## config.mk

```make
export PLATFORM = sky130hd
export DESIGN_NAME = shc_top
export DESIGN_NICKNAME = d
export VERILOG_FILES = /design/src/rtl/shc_quad.v /design/src/rtl/shc_timer.v /design/src/rtl/shc_top.v
export VERILOG_INCLUDE_DIRS = /design/src /design/src/rtl
export SDC_FILE = /design/constraint.sdc
export NUM_CORES = 1
export LEC_CHECK = 0
export BUFFER_PORTS_ARGS = -buffer_cell sky130_fd_sc_hd__buf_2
export CORE_AREA = 2 2 139 277
export CTS_CLUSTER_DIAMETER = 30
export DETAILED_ROUTE_END_ITERATION = 10
export DIE_AREA = 0 0 141 279
export PLACE_DENSITY = 0.8
export SLEW_MARGIN = 30
export SYNTH_ARGS = -nofsm -noshare
export SYNTH_HDL_FRONTEND = slang
export SYNTH_SLANG_ARGS = --single-unit
```

## constraint.sdc

```tcl
create_clock -name clk_i -period 6.92 [get_ports clk_i]
set_clock_uncertainty 0.1 [all_clocks]
set_input_delay 0.346 -clock clk_i [delete_from_list [all_inputs] [get_ports clk_i]]
set_output_delay 0.346 -clock clk_i [all_outputs]
set_load 0.05 [all_outputs]
```

## src/rtl/shc_map.vh

```
// Register map, field codes and timing counts of the steering homing block.
`ifndef SHC_MAP_VH
`define SHC_MAP_VH
`define SHC_A_ENC2_SWAP    24'h34eb00
`define SHC_A_AC_SEL       24'h34ed00
`define SHC_A_CTR_OFS      24'h34ee00
`define SHC_A_IN_ARR       24'h378600
`define SHC_A_TRIG_SEL     24'h378800
`define SHC_A_HOME_SPEED   24'h378900
`define SHC_A_METHOD       24'h378a00
`define SHC_A_TIMEOUT      24'h378b00
`define SHC_A_HOME_COMP    24'h378c00
`define SHC_A_STATUS       24'h379000
`define SHC_A_POSITION     24'h379100
`define SHC_A_RECAL_EN     24'h4e6700
`define SHC_ARR_SINGLE_NO  8'h00
`define SHC_ARR_NO_NC      8'h01
`define SHC_ARR_TWO_NO     8'h02
`define SHC_M_LEFT_POS     8'h00
`define SHC_M_RIGHT_POS    8'h01
`define SHC_M_RIGHT_NEG    8'h02
`define SHC_M_LEFT_NEG     8'h03
`define SHC_M_CENTER_POS   8'h04
`define SHC_RST_BYTE       8'h00
`define SHC_RST_WORD       16'h0000
`define SHC_RST_TIMEOUT    16'h00c8
`define SHC_TICK_NS        100000000
`define SHC_CLK_NS         5
`define SHC_TICK_CYC       (`SHC_TICK_NS / `SHC_CLK_NS)
`define SHC_ST_HOMED       0
`define SHC_ST_FAULT       1
`define SHC_ST_ACTIVE      2
`define SHC_ST_PAUSED      3
`define SHC_ST_DIR         4
`endif

```

## src/rtl/shc_quad.v

```verilog
// Quadrature decoder with a selectable counting sense and a loadable count.
`timescale 1ns/100ps
`default_nettype none
module shc_quad (
	input  wire        clk_i,
	input  wire        rst_i,
	input  wire        swap_i,
	input  wire        clear_i,
	input  wire        load_i,
	input  wire [31:0] load_val_i,
	input  wire        a_i,
	input  wire        b_i,
	output reg  [31:0] count_o
);
	reg        a_reg;
	reg        b_reg;
	reg  [1:0] step_next;
	wire       moved;
	wire       fwd;
	assign moved = (a_i ^ a_reg) ^ (b_i ^ b_reg);
	assign fwd   = (a_reg ^ b_i) ^ swap_i;
	always @* begin
		step_next = 2'b00;
		if (moved) begin
			step_next = fwd ? 2'b01 : 2'b11;
		end
	end
	always @(posedge clk_i) begin
		if (rst_i) begin
			a_reg   <= 1'b0;
			b_reg   <= 1'b0;
			count_o <= 32'h00000000;
		end else begin
			a_reg <= a_i;
			b_reg <= b_i;
			if (clear_i) begin
				count_o <= 32'h00000000;
			end else if (load_i) begin
				count_o <= load_val_i;
			end else begin
				count_o <= count_o + {{30{step_next[1]}}, step_next};
			end
		end
	end
endmodule
`default_nettype wire

```

## src/rtl/shc_timer.v

```verilog
// Tenth-of-a-second tick counter used for the homing time limit.
`timescale 1ns/100ps
`default_nettype none
module shc_timer #(
	parameter TICK_CYC = 32'd20000000
) (
	input  wire        clk_i,
	input  wire        rst_i,
	input  wire        clear_i,
	input  wire        run_i,
	output reg  [15:0] tenths_o
);
	reg [31:0] div_reg;
	always @(posedge clk_i) begin
		if (rst_i || clear_i) begin
			div_reg  <= 32'h00000000;
			tenths_o <= 16'h0000;
		end else if (run_i) begin
			if (div_reg == TICK_CYC - 32'd1) begin
				div_reg <= 32'h00000000;
				if (tenths_o != 16'hffff) begin
					tenths_o <= tenths_o + 16'h0001;
				end
			end else begin
				div_reg <= div_reg + 32'h00000001;
			end
		end
	end
endmodule
`default_nettype wire

```

## src/rtl/shc_top.v

```verilog
// Steering homing and centering block with a classic Wishbone register slave.
//
// Contract
// - Encoder two swap set to 1 inverts its counting sense.
// - Auto center after homing; with selection 1 also at every interlock.
// - Zero position equals found home plus signed 16-bit center offset.
// - Absolute moves, auto center included, are referenced to the zero position.
// - With recalibration on, encoder count is reset to home at the switch edge.
// - With recalibration off, count error stays until keyswitch cycles.
// - Arrangement 0 single NO, 1 NO plus NC contacts, 2 two NO switches.
// - Trigger 0 homes at keyswitch on, 1 at first interlock.
// - Interlock-triggered homing pauses while interlock is off, then resumes.
// - Method codes 0 to 4 select the five switch and side choices.
// - Methods 0 and 1 start left when switch is on, right when off.
// - Home is left of the edge in method 0, right in method 1.
// - Methods 2 and 3 start right when switch is on, left when off.
// - Home is right of the edge in method 2, left in method 3.
// - Method 4 starts in the direction saved at the last shutdown.
// - Method 4 homes at the edge using one encoder and one switch.
// - Homing longer than the time limit raises a home-not-found fault.
// - Homing drives the motor at the programmed homing speed.
// - Homing compensation is added only under method 4.
//
// Added by the designer: register access over Wishbone.
`timescale 1ns/100ps
`default_nettype none
`include "shc_map.vh"
module shc_top #(
	parameter TICK_CYC = `SHC_TICK_CYC
) (
	input  wire        clk_i,
	input  wire        rst_i,
	input  wire        wb_cyc_i,
	input  wire        wb_stb_i,
	input  wire        wb_we_i,
	input  wire [23:0] wb_adr_i,
	input  wire [3:0]  wb_sel_i,
	input  wire [31:0] wb_dat_i,
	output reg  [31:0] wb_dat_o,
	output reg         wb_ack_o,
	input  wire        keyswitch_input_i,
	input  wire        interlock_i,
	input  wire        home_sw_a_i,
	input  wire        home_sw_b_i,
	input  wire        enc_a_i,
	input  wire        enc_b_i,
	input  wire        saved_dir_right_i,
	input  wire [31:0] move_target_i,
	output reg  [31:0] move_abs_o,
	output reg  [31:0] position_o,
	output reg         motor_run_o,
	output reg         motor_right_o,
	output reg  [15:0] motor_speed_o,
	output reg         center_go_o,
	output reg         homed_o,
	output reg         home_fault_o,
	output reg         save_dir_we_o,
	output reg         save_dir_right_o
);
	localparam S_IDLE  = 4'b0001;
	localparam S_SEEK  = 4'b0010;
	localparam S_HOMED = 4'b0100;
	localparam S_FAULT = 4'b1000;
	////////////////////////////////////////////////////////////////////////////
	reg  [7:0]  enc2_swap_reg;
	reg  [7:0]  ac_sel_reg;
	reg  [15:0] ctr_ofs_reg;
	reg  [7:0]  in_arr_reg;
	reg  [7:0]  trig_sel_reg;
	reg  [15:0] home_speed_reg;
	reg  [7:0]  method_reg;
	reg  [15:0] timeout_reg;
	reg  [15:0] home_comp_reg;
	reg  [7:0]  recal_en_reg;
	reg  [3:0]  state_reg;
	reg  [3:0]  state_next;
	reg         key_reg;
	reg         ilk_reg;
	reg         sw_reg;
	reg         sw_next;
	reg         sw_start_reg;
	reg         armed_reg;
	reg         dir_reg;
	reg         last_dir_reg;
	reg  [31:0] home_pos_reg;
	reg  [31:0] zero_pos_reg;
	reg  [31:0] home_next;
	reg  [31:0] rd_next;
	wire [31:0] count;
	wire [15:0] tenths;
	wire        key_rise;
	wire        key_fall;
	wire        ilk_rise;
	wire        paused;
	wire        sw_edge;
	wire        start;
	wire        dir_start;
	wire        wb_req;
	wire        wr;
	wire        recal;
	wire [31:0] ofs_ext;
	wire [31:0] comp_ext;
	////////////////////////////////////////////////////////////////////////////
	// Wishbone slave: one wait state, ack dropped the cycle after it was given.
	assign wb_req = wb_cyc_i & wb_stb_i & ~wb_ack_o;
	// A write lands at the edge where the master samples ack, never one edge earlier.
	assign wr     = wb_cyc_i & wb_stb_i & wb_we_i & wb_ack_o;
	always @* begin
		rd_next = 32'h00000000;
		case (wb_adr_i)
			`SHC_A_ENC2_SWAP:  rd_next = {24'h000000, enc2_swap_reg};
			`SHC_A_AC_SEL:     rd_next = {24'h000000, ac_sel_reg};
			`SHC_A_CTR_OFS:    rd_next = {16'h0000, ctr_ofs_reg};
			`SHC_A_IN_ARR:     rd_next = {24'h000000, in_arr_reg};
			`SHC_A_TRIG_SEL:   rd_next = {24'h000000, trig_sel_reg};
			`SHC_A_HOME_SPEED: rd_next = {16'h0000, home_speed_reg};
			`SHC_A_METHOD:     rd_next = {24'h000000, method_reg};
			`SHC_A_TIMEOUT:    rd_next = {16'h0000, timeout_reg};
			`SHC_A_HOME_COMP:  rd_next = {16'h0000, home_comp_reg};
			`SHC_A_RECAL_EN:   rd_next = {24'h000000, recal_en_reg};
			`SHC_A_STATUS:     rd_next = {27'h0000000, dir_reg, paused,
				state_reg[1], state_reg[3], state_reg[2]};
			`SHC_A_POSITION:   rd_next = position_o;
			default:           rd_next = 32'h00000000;
		endcase
	end
	always @(posedge clk_i) begin
		if (rst_i) begin
			wb_ack_o <= 1'b0;
			wb_dat_o <= 32'h00000000;
		end else begin
			wb_ack_o <= wb_req;
			wb_dat_o <= wb_req ? rd_next : 32'h00000000;
		end
	end
	// Byte enables are honoured per lane; the status and position words are read only.
	always @(posedge clk_i) begin
		if (rst_i) begin
			enc2_swap_reg  <= `SHC_RST_BYTE;
			ac_sel_reg     <= `SHC_RST_BYTE;
			ctr_ofs_reg    <= `SHC_RST_WORD;
			in_arr_reg     <= `SHC_RST_BYTE;
			trig_sel_reg   <= `SHC_RST_BYTE;
			home_speed_reg <= `SHC_RST_WORD;
			method_reg     <= `SHC_RST_BYTE;
			timeout_reg    <= `SHC_RST_TIMEOUT;
			home_comp_reg  <= `SHC_RST_WORD;
			recal_en_reg   <= `SHC_RST_BYTE;
		end else if (wr) begin
			case (wb_adr_i)
				`SHC_A_ENC2_SWAP: if (wb_sel_i[0]) enc2_swap_reg <= wb_dat_i[7:0];
				`SHC_A_AC_SEL:    if (wb_sel_i[0]) ac_sel_reg <= wb_dat_i[7:0];
				`SHC_A_IN_ARR:    if (wb_sel_i[0]) in_arr_reg <= wb_dat_i[7:0];
				`SHC_A_TRIG_SEL:  if (wb_sel_i[0]) trig_sel_reg <= wb_dat_i[7:0];
				`SHC_A_METHOD:    if (wb_sel_i[0]) method_reg <= wb_dat_i[7:0];
				`SHC_A_RECAL_EN:  if (wb_sel_i[0]) recal_en_reg <= wb_dat_i[7:0];
				`SHC_A_CTR_OFS: begin
					if (wb_sel_i[0]) ctr_ofs_reg[7:0] <= wb_dat_i[7:0];
					if (wb_sel_i[1]) ctr_ofs_reg[15:8] <= wb_dat_i[15:8];
				end
				`SHC_A_HOME_SPEED: begin
					if (wb_sel_i[0]) home_speed_reg[7:0] <= wb_dat_i[7:0];
					if (wb_sel_i[1]) home_speed_reg[15:8] <= wb_dat_i[15:8];
				end
				`SHC_A_TIMEOUT: begin
					if (wb_sel_i[0]) timeout_reg[7:0] <= wb_dat_i[7:0];
					if (wb_sel_i[1]) timeout_reg[15:8] <= wb_dat_i[15:8];
				end
				`SHC_A_HOME_COMP: begin
					if (wb_sel_i[0]) home_comp_reg[7:0] <= wb_dat_i[7:0];
					if (wb_sel_i[1]) home_comp_reg[15:8] <= wb_dat_i[15:8];
				end
				default: begin
				end
			endcase
		end
	end
	////////////////////////////////////////////////////////////////////////////
	// Home switch decode and input edges.
	always @* begin
		sw_next = home_sw_a_i;
		if (method_reg == `SHC_M_CENTER_POS) begin
			sw_next = home_sw_a_i;
		end else if (in_arr_reg == `SHC_ARR_NO_NC) begin
			sw_next = home_sw_a_i & ~home_sw_b_i;
		end else if (in_arr_reg == `SHC_ARR_TWO_NO) begin
			sw_next = home_sw_a_i & home_sw_b_i;
		end
	end
	always @(posedge clk_i) begin
		if (rst_i) begin
			key_reg <= 1'b0;
			ilk_reg <= 1'b0;
			sw_reg  <= 1'b0;
		end else begin
			key_reg <= keyswitch_input_i;
			ilk_reg <= interlock_i;
			sw_reg  <= sw_next;
		end
	end
	assign key_rise = keyswitch_input_i & ~key_reg;
	assign key_fall = ~keyswitch_input_i & key_reg;
	assign ilk_rise = interlock_i & ~ilk_reg;
	// Method 4 waits for reaching the switch; the others wait to leave the start level.
	assign sw_edge  = (method_reg == `SHC_M_CENTER_POS) ? (sw_next & ~sw_reg)
		: (sw_next != sw_reg) && (sw_reg == sw_start_reg);
	assign paused   = (trig_sel_reg != 8'h00) & ~interlock_i;
	assign start    = (trig_sel_reg == 8'h00) ? key_rise
		: (armed_reg & ilk_rise);
	// Decided before the first drive cycle, so that run and direction rise together.
	assign dir_start = (method_reg == `SHC_M_CENTER_POS) ? saved_dir_right_i
		: method_reg[1] ? sw_next
		: ~sw_next;
	////////////////////////////////////////////////////////////////////////////
	// Encoder count; a keyswitch cycle is the only clear when recalibration is off.
	assign recal = (state_reg == S_HOMED) & (recal_en_reg != 8'h00) & sw_edge;
	shc_quad u_quad (
		.clk_i      (clk_i),
		.rst_i      (rst_i),
		.swap_i     (enc2_swap_reg[0]),
		.clear_i    (key_rise),
		.load_i     (recal),
		.load_val_i (home_pos_reg),
		.a_i        (enc_a_i),
		.b_i        (enc_b_i),
		.count_o    (count)
	);
	// Time stands still while homing is paused, so a pause cannot cause a fault.
	shc_timer #(
		.TICK_CYC (TICK_CYC)
	) u_timer (
		.clk_i    (clk_i),
		.rst_i    (rst_i),
		.clear_i  (state_reg != S_SEEK),
		.run_i    (~paused),
		.tenths_o (tenths)
	);
	////////////////////////////////////////////////////////////////////////////
	// Home position from the transition point and the method.
	assign ofs_ext  = {{16{ctr_ofs_reg[15]}}, ctr_ofs_reg};
	assign comp_ext = {{16{home_comp_reg[15]}}, home_comp_reg};
	always @* begin
		home_next = count;
		case (method_reg)
			`SHC_M_LEFT_POS:   home_next = count - 32'h00000001;
			`SHC_M_RIGHT_POS:  home_next = count + 32'h00000001;
			`SHC_M_RIGHT_NEG:  home_next = count + 32'h00000001;
			`SHC_M_LEFT_NEG:   home_next = count - 32'h00000001;
			`SHC_M_CENTER_POS: home_next = count + comp_ext;
			default:           home_next = count;
		endcase
	end
	always @* begin
		state_next = state_reg;
		case (state_reg)
			S_IDLE: begin
				if (start) begin
					state_next = S_SEEK;
				end
			end
			S_SEEK: begin
				if (key_fall) begin
					state_next = S_IDLE;
				end else if (sw_edge && !paused) begin
					state_next = S_HOMED;
				end else if (tenths > timeout_reg) begin
					state_next = S_FAULT;
				end
			end
			S_HOMED: begin
				if (key_fall) begin
					state_next = S_IDLE;
				end
			end
			S_FAULT: begin
				if (key_fall) begin
					state_next = S_IDLE;
				end
			end
			default: state_next = S_IDLE;
		endcase
	end
	always @(posedge clk_i) begin
		if (rst_i) begin
			state_reg    <= S_IDLE;
			sw_start_reg <= 1'b0;
			armed_reg    <= 1'b0;
			dir_reg      <= 1'b0;
			home_pos_reg <= 32'h00000000;
			zero_pos_reg <= 32'h00000000;
		end else begin
			state_reg <= state_next;
			if (key_rise) begin
				armed_reg <= 1'b1;
			end else if (key_fall || ilk_rise) begin
				armed_reg <= 1'b0;
			end
			if (state_reg == S_IDLE && start) begin
				sw_start_reg <= sw_next;
				dir_reg      <= dir_start;
			end
			if (state_reg == S_SEEK && state_next == S_HOMED) begin
				home_pos_reg <= home_next;
				zero_pos_reg <= home_next + ofs_ext;
			end
		end
	end
	////////////////////////////////////////////////////////////////////////////
	// Outputs toward the motor, the position loop and the parameter store.
	always @(posedge clk_i) begin
		if (rst_i) begin
			motor_run_o      <= 1'b0;
			motor_right_o    <= 1'b0;
			motor_speed_o    <= 16'h0000;
			center_go_o      <= 1'b0;
			homed_o          <= 1'b0;
			home_fault_o     <= 1'b0;
			move_abs_o       <= 32'h00000000;
			position_o       <= 32'h00000000;
			last_dir_reg     <= 1'b0;
			save_dir_we_o    <= 1'b0;
			save_dir_right_o <= 1'b0;
		end else begin
			motor_run_o   <= (state_next == S_SEEK) & ~paused;
			motor_right_o <= (state_reg == S_IDLE && start) ? dir_start : dir_reg;
			motor_speed_o <= (state_next == S_SEEK) ? home_speed_reg : 16'h0000;
			center_go_o   <= ((state_reg == S_SEEK) && (state_next == S_HOMED)) ||
				((state_reg == S_HOMED) && (ac_sel_reg != 8'h00) && ilk_rise);
			homed_o       <= (state_next == S_HOMED);
			home_fault_o  <= (state_next == S_FAULT);
			move_abs_o    <= zero_pos_reg + move_target_i;
			position_o    <= count - zero_pos_reg;
			if (motor_run_o) begin
				last_dir_reg <= motor_right_o;
			end
			save_dir_we_o    <= key_fall;
			save_dir_right_o <= motor_run_o ? motor_right_o : last_dir_reg;
		end
	end
endmodule
`default_nettype wire

```

==> summary.txt <==
Outcome
  • Status: completed

Die
  • Core area: 37,200 um2
  • IO Count: 224
  • Die area: 39,300 um2
  • Die Y: 279 um
  • Die width: 141 um
  • Site Rows: 100
  • Initial Util: 0.594

STA
  • Final hold vios: 0
  • Endpoints failing setup: 0
  • Max Fclk: 155 MHz
  • Fin crit period: 6450 ps
  • Tightest Pin Transition: 924 ps
  • Slew HR: 0.384
  • Final cycle utilization of the critical path: 0.931
  • Slew Viols, Final: 0

Synth
  • Largest cells by area after synthesis: dfxtp_1 (35%), ha_1 (9.9%), a21oi_1 (6.9%)
  • Synth Warn #: 0
  • Yosys cell types: 76
  • Post-Synthesis Cells: 2,752
  • Prevailing post-synth register cell: dfxtp_1
  • Sequential fraction of the synthesis area: 0.351
  • Commonest cells in the netlist: dfxtp_1 (387), nand2_1 (372), a21oi_1 (306), nor2_1 (266), ha_1 (174)
  • Largest area contributor in the netlist: dfxtp_1
  • Ys async rst share: 0
  • Seq cells post-synth: 387
  • Post-synth EDFFs: 0
  • Synthesized area: 22,100 um2
  • Cell with the most instances after synthesis: dfxtp_1
  • Yosys top cell area share: 0.351
  • Syn_area_per_cell: 8.02 um2
  • Syn_nets: 3,035

CTS
  • Clock transition at path regs: 60 ps
  • Clock Path Buffers: 3
  • CTS Buf Count: 52
  • TritonCTS Sinks: 387
  • Clock Latency Late Sink: 590 ps
  • CTS tree: done
  • CTS H-tree lvls: 2
  • CTS root buffer: clkbuf_16
  • Post-CTS Setup Bufs: 0

Global route
  • Initial antenna violation count: 5
  • Largest net degree at the start of global routing: 128
  • Grt ovf: 0
  • Number of global-route vias before repair: 21,800
  • First-pass GRT wire length: 114 mm
  • Gr usage total: 0.369

Critical path
  • Crit path capture type: register
  • Required @ worst endpoint: 7290 ps
  • Worst path arrival time: 6820 ps
  • Crit start category: register
  • CP Max Fanout: 23
  • Worst setup path category: register to register
  • CP dominant cell by count: nand2_1
  • Critical path's largest stage delay: 420 ps
  • Slowest stage cell on the critical path: o21ai_0

Power
  • Power Density: 279 nW/um2
  • Total net switching power: 0.00245 W
  • Sw frac: 0.345
  • Peak VDD IR: 0.000260 V
  • Static Leakage: 10.8 nW
  • Clk pwr share: 0.388
  • P_int: 0.00466 W
  • Combinational share of power: 0.271
  • Seq pwr share: 0.341

Final layout
  • Non-Filler Instances: 3,439
  • Final instance area: 25,500 um2
  • Layout cell share with drive strength beyond 1: 0.127
  • Layout area overhead: 15.5%
  • Post-layout util: 0.686
  • Layout Nets: 3,220

Drt
  • ANT nets after route: 0
  • Via density per instance: 6.30
  • DR iter-0 viols: 1,433
  • 1st-pass router iterations: 9
  • Routed WL: 74.0 mm
  • DR vias: 21,700
  • Post-DR wirelength/cell: 21.5 um
  • # DRC: 0

Placed design
  • Post-DP Area: 23,500 um2
  • Hpwl dp: 55.0 mm
  • RD Place Congestion: 1.07
  • IO buf count: 205
  • DP Cell Count: 3,329

Hold path
  • HP Class: input pin to register

Job
  • Max-cap violation count: 0
==> layout make-up <==
| type | count | area [um2] |
|---|---|---|
| well taps | 459 | 574 |
| repair buffers | 251 | 1420 |
| multi-input cells | 2143 | 13600 |
| clock buffers | 60 | 1380 |
| inverters | 102 | 383 |
| flip-flops and latches | 387 | 7750 |
| clock inverters | 32 | 393 |
| diodes | 5 | 12.5 |
| fillers | 3052 | 11700 |
==> cell usage in the layout, fill, tap and decap left out, drive strengths merged, types with 7 or more instances in the layout <==
cell type and count:
nor4 23, nand2b 31, inv 117, or4 13
nand4 38, o31ai 12, dfxtp 387, a31oi 22
a21boi 11, or2 9, ha 174, clkbuf 62
clkinv 7, xor2 66, a311oi 8, mux2i 31
a211o 11, a211oi 26, nor3 43, nand2 372
a22oi 16, xnor2 98, and3 42, a21oi 307
or3 21, o21bai 21, a222oi 19, nor2b 30
dlygate4sd3 12, nand3 104, nor2 267, o211ai 9
o21ai 93, buf 237, a221oi 12, a21o 91
o21a 15, and2 37
==> critical path, delay by kind of cell, from the launching register on <==
family / cells / cell delay (ps)
compound gates: 16 / 3360
xor+xnor: 1 / 100
fa+ha+maj: 2 / 660
buf+inv: 1 / 240
flops: 1 / 320
simple gates: 8 / 1540
==> routing by layer <==
layer,up-vias,part of all wire,wire length (um),GRT usage
met5,-,0,0,0
met3,487,0.059,4350,0.0827
met4,0,0.14,10100,0.413
met1,10100,0.31,23100,0.324
li1,10100,-,-,-
met2,960,0.49,36400,0.646
==> timing repair <==
action / 4_1_cts / 5_1_grt
hold buffers: 12 / 0
gates resized for setup: 0 / 7
endpoints found under the hold margin: 33 / 0
setup endpoints to repair: 0 / 5
==> per-stage QoR <==
stage | setup WS (ps) | total power [W] | TNS (ps) | hold slack [ps]
2_1_floorplan | 873 | 0.00382 | 0 | 331
3_3_place_gp | 593 | 0.00429 | 0 | 337
3_5_place_dp | 416 | 0.00433 | 0 | 348
4_1_cts | 364 | 0.00707 | 0 | 4.61
5_1_grt | -30.6 | 0.00736 | -59.8 | 53.9
6_report | 475 | 0.00711 | 0 | 14.9
==> final timing paths <==
path                                 start                       endpoint  slack (ps)  depth (start not counted)
max             method_reg[7]$_SDFFE_PP0P_  zero_pos_reg[28]$_SDFFE_PP0P_         470                         28
min                      move_target_i[31]      move_abs_o[31]$_SDFF_PP0_          10                          4
max reg2reg     method_reg[7]$_SDFFE_PP0P_  zero_pos_reg[28]$_SDFFE_PP0P_         470                         28
min reg2reg  enc2_swap_reg[5]$_SDFFE_PP0P_  enc2_swap_reg[5]$_SDFFE_PP0P_         350                          2
==> kinds of logic after synthesis <==
family                     after synthesis  synth area share
muxes                                   35            0.0161
buffers and inverters                  222            0.0383
and+or+nand+nor                       1055             0.224
adders and majority gates              179             0.103
AOI/OAI and AO/OA                      710             0.202
xor gates and xnor gates               164            0.0651
DFF                                    387             0.351
==> power by group through the flow <==
stage	Sequential [W]	Combinational (W)	Clock, W
3_3_place_gp	0.00247	0.00182	0
5_1_grt	0.00243	0.00208	0.00286
4_1_cts	0.00242	0.00188	0.00277
2_1_floorplan	0.00266	0.00116	0
6_report	0.00243	0.00193	0.00276
3_5_place_dp	0.00247	0.00186	0
(Power assumes the default switching activity.)
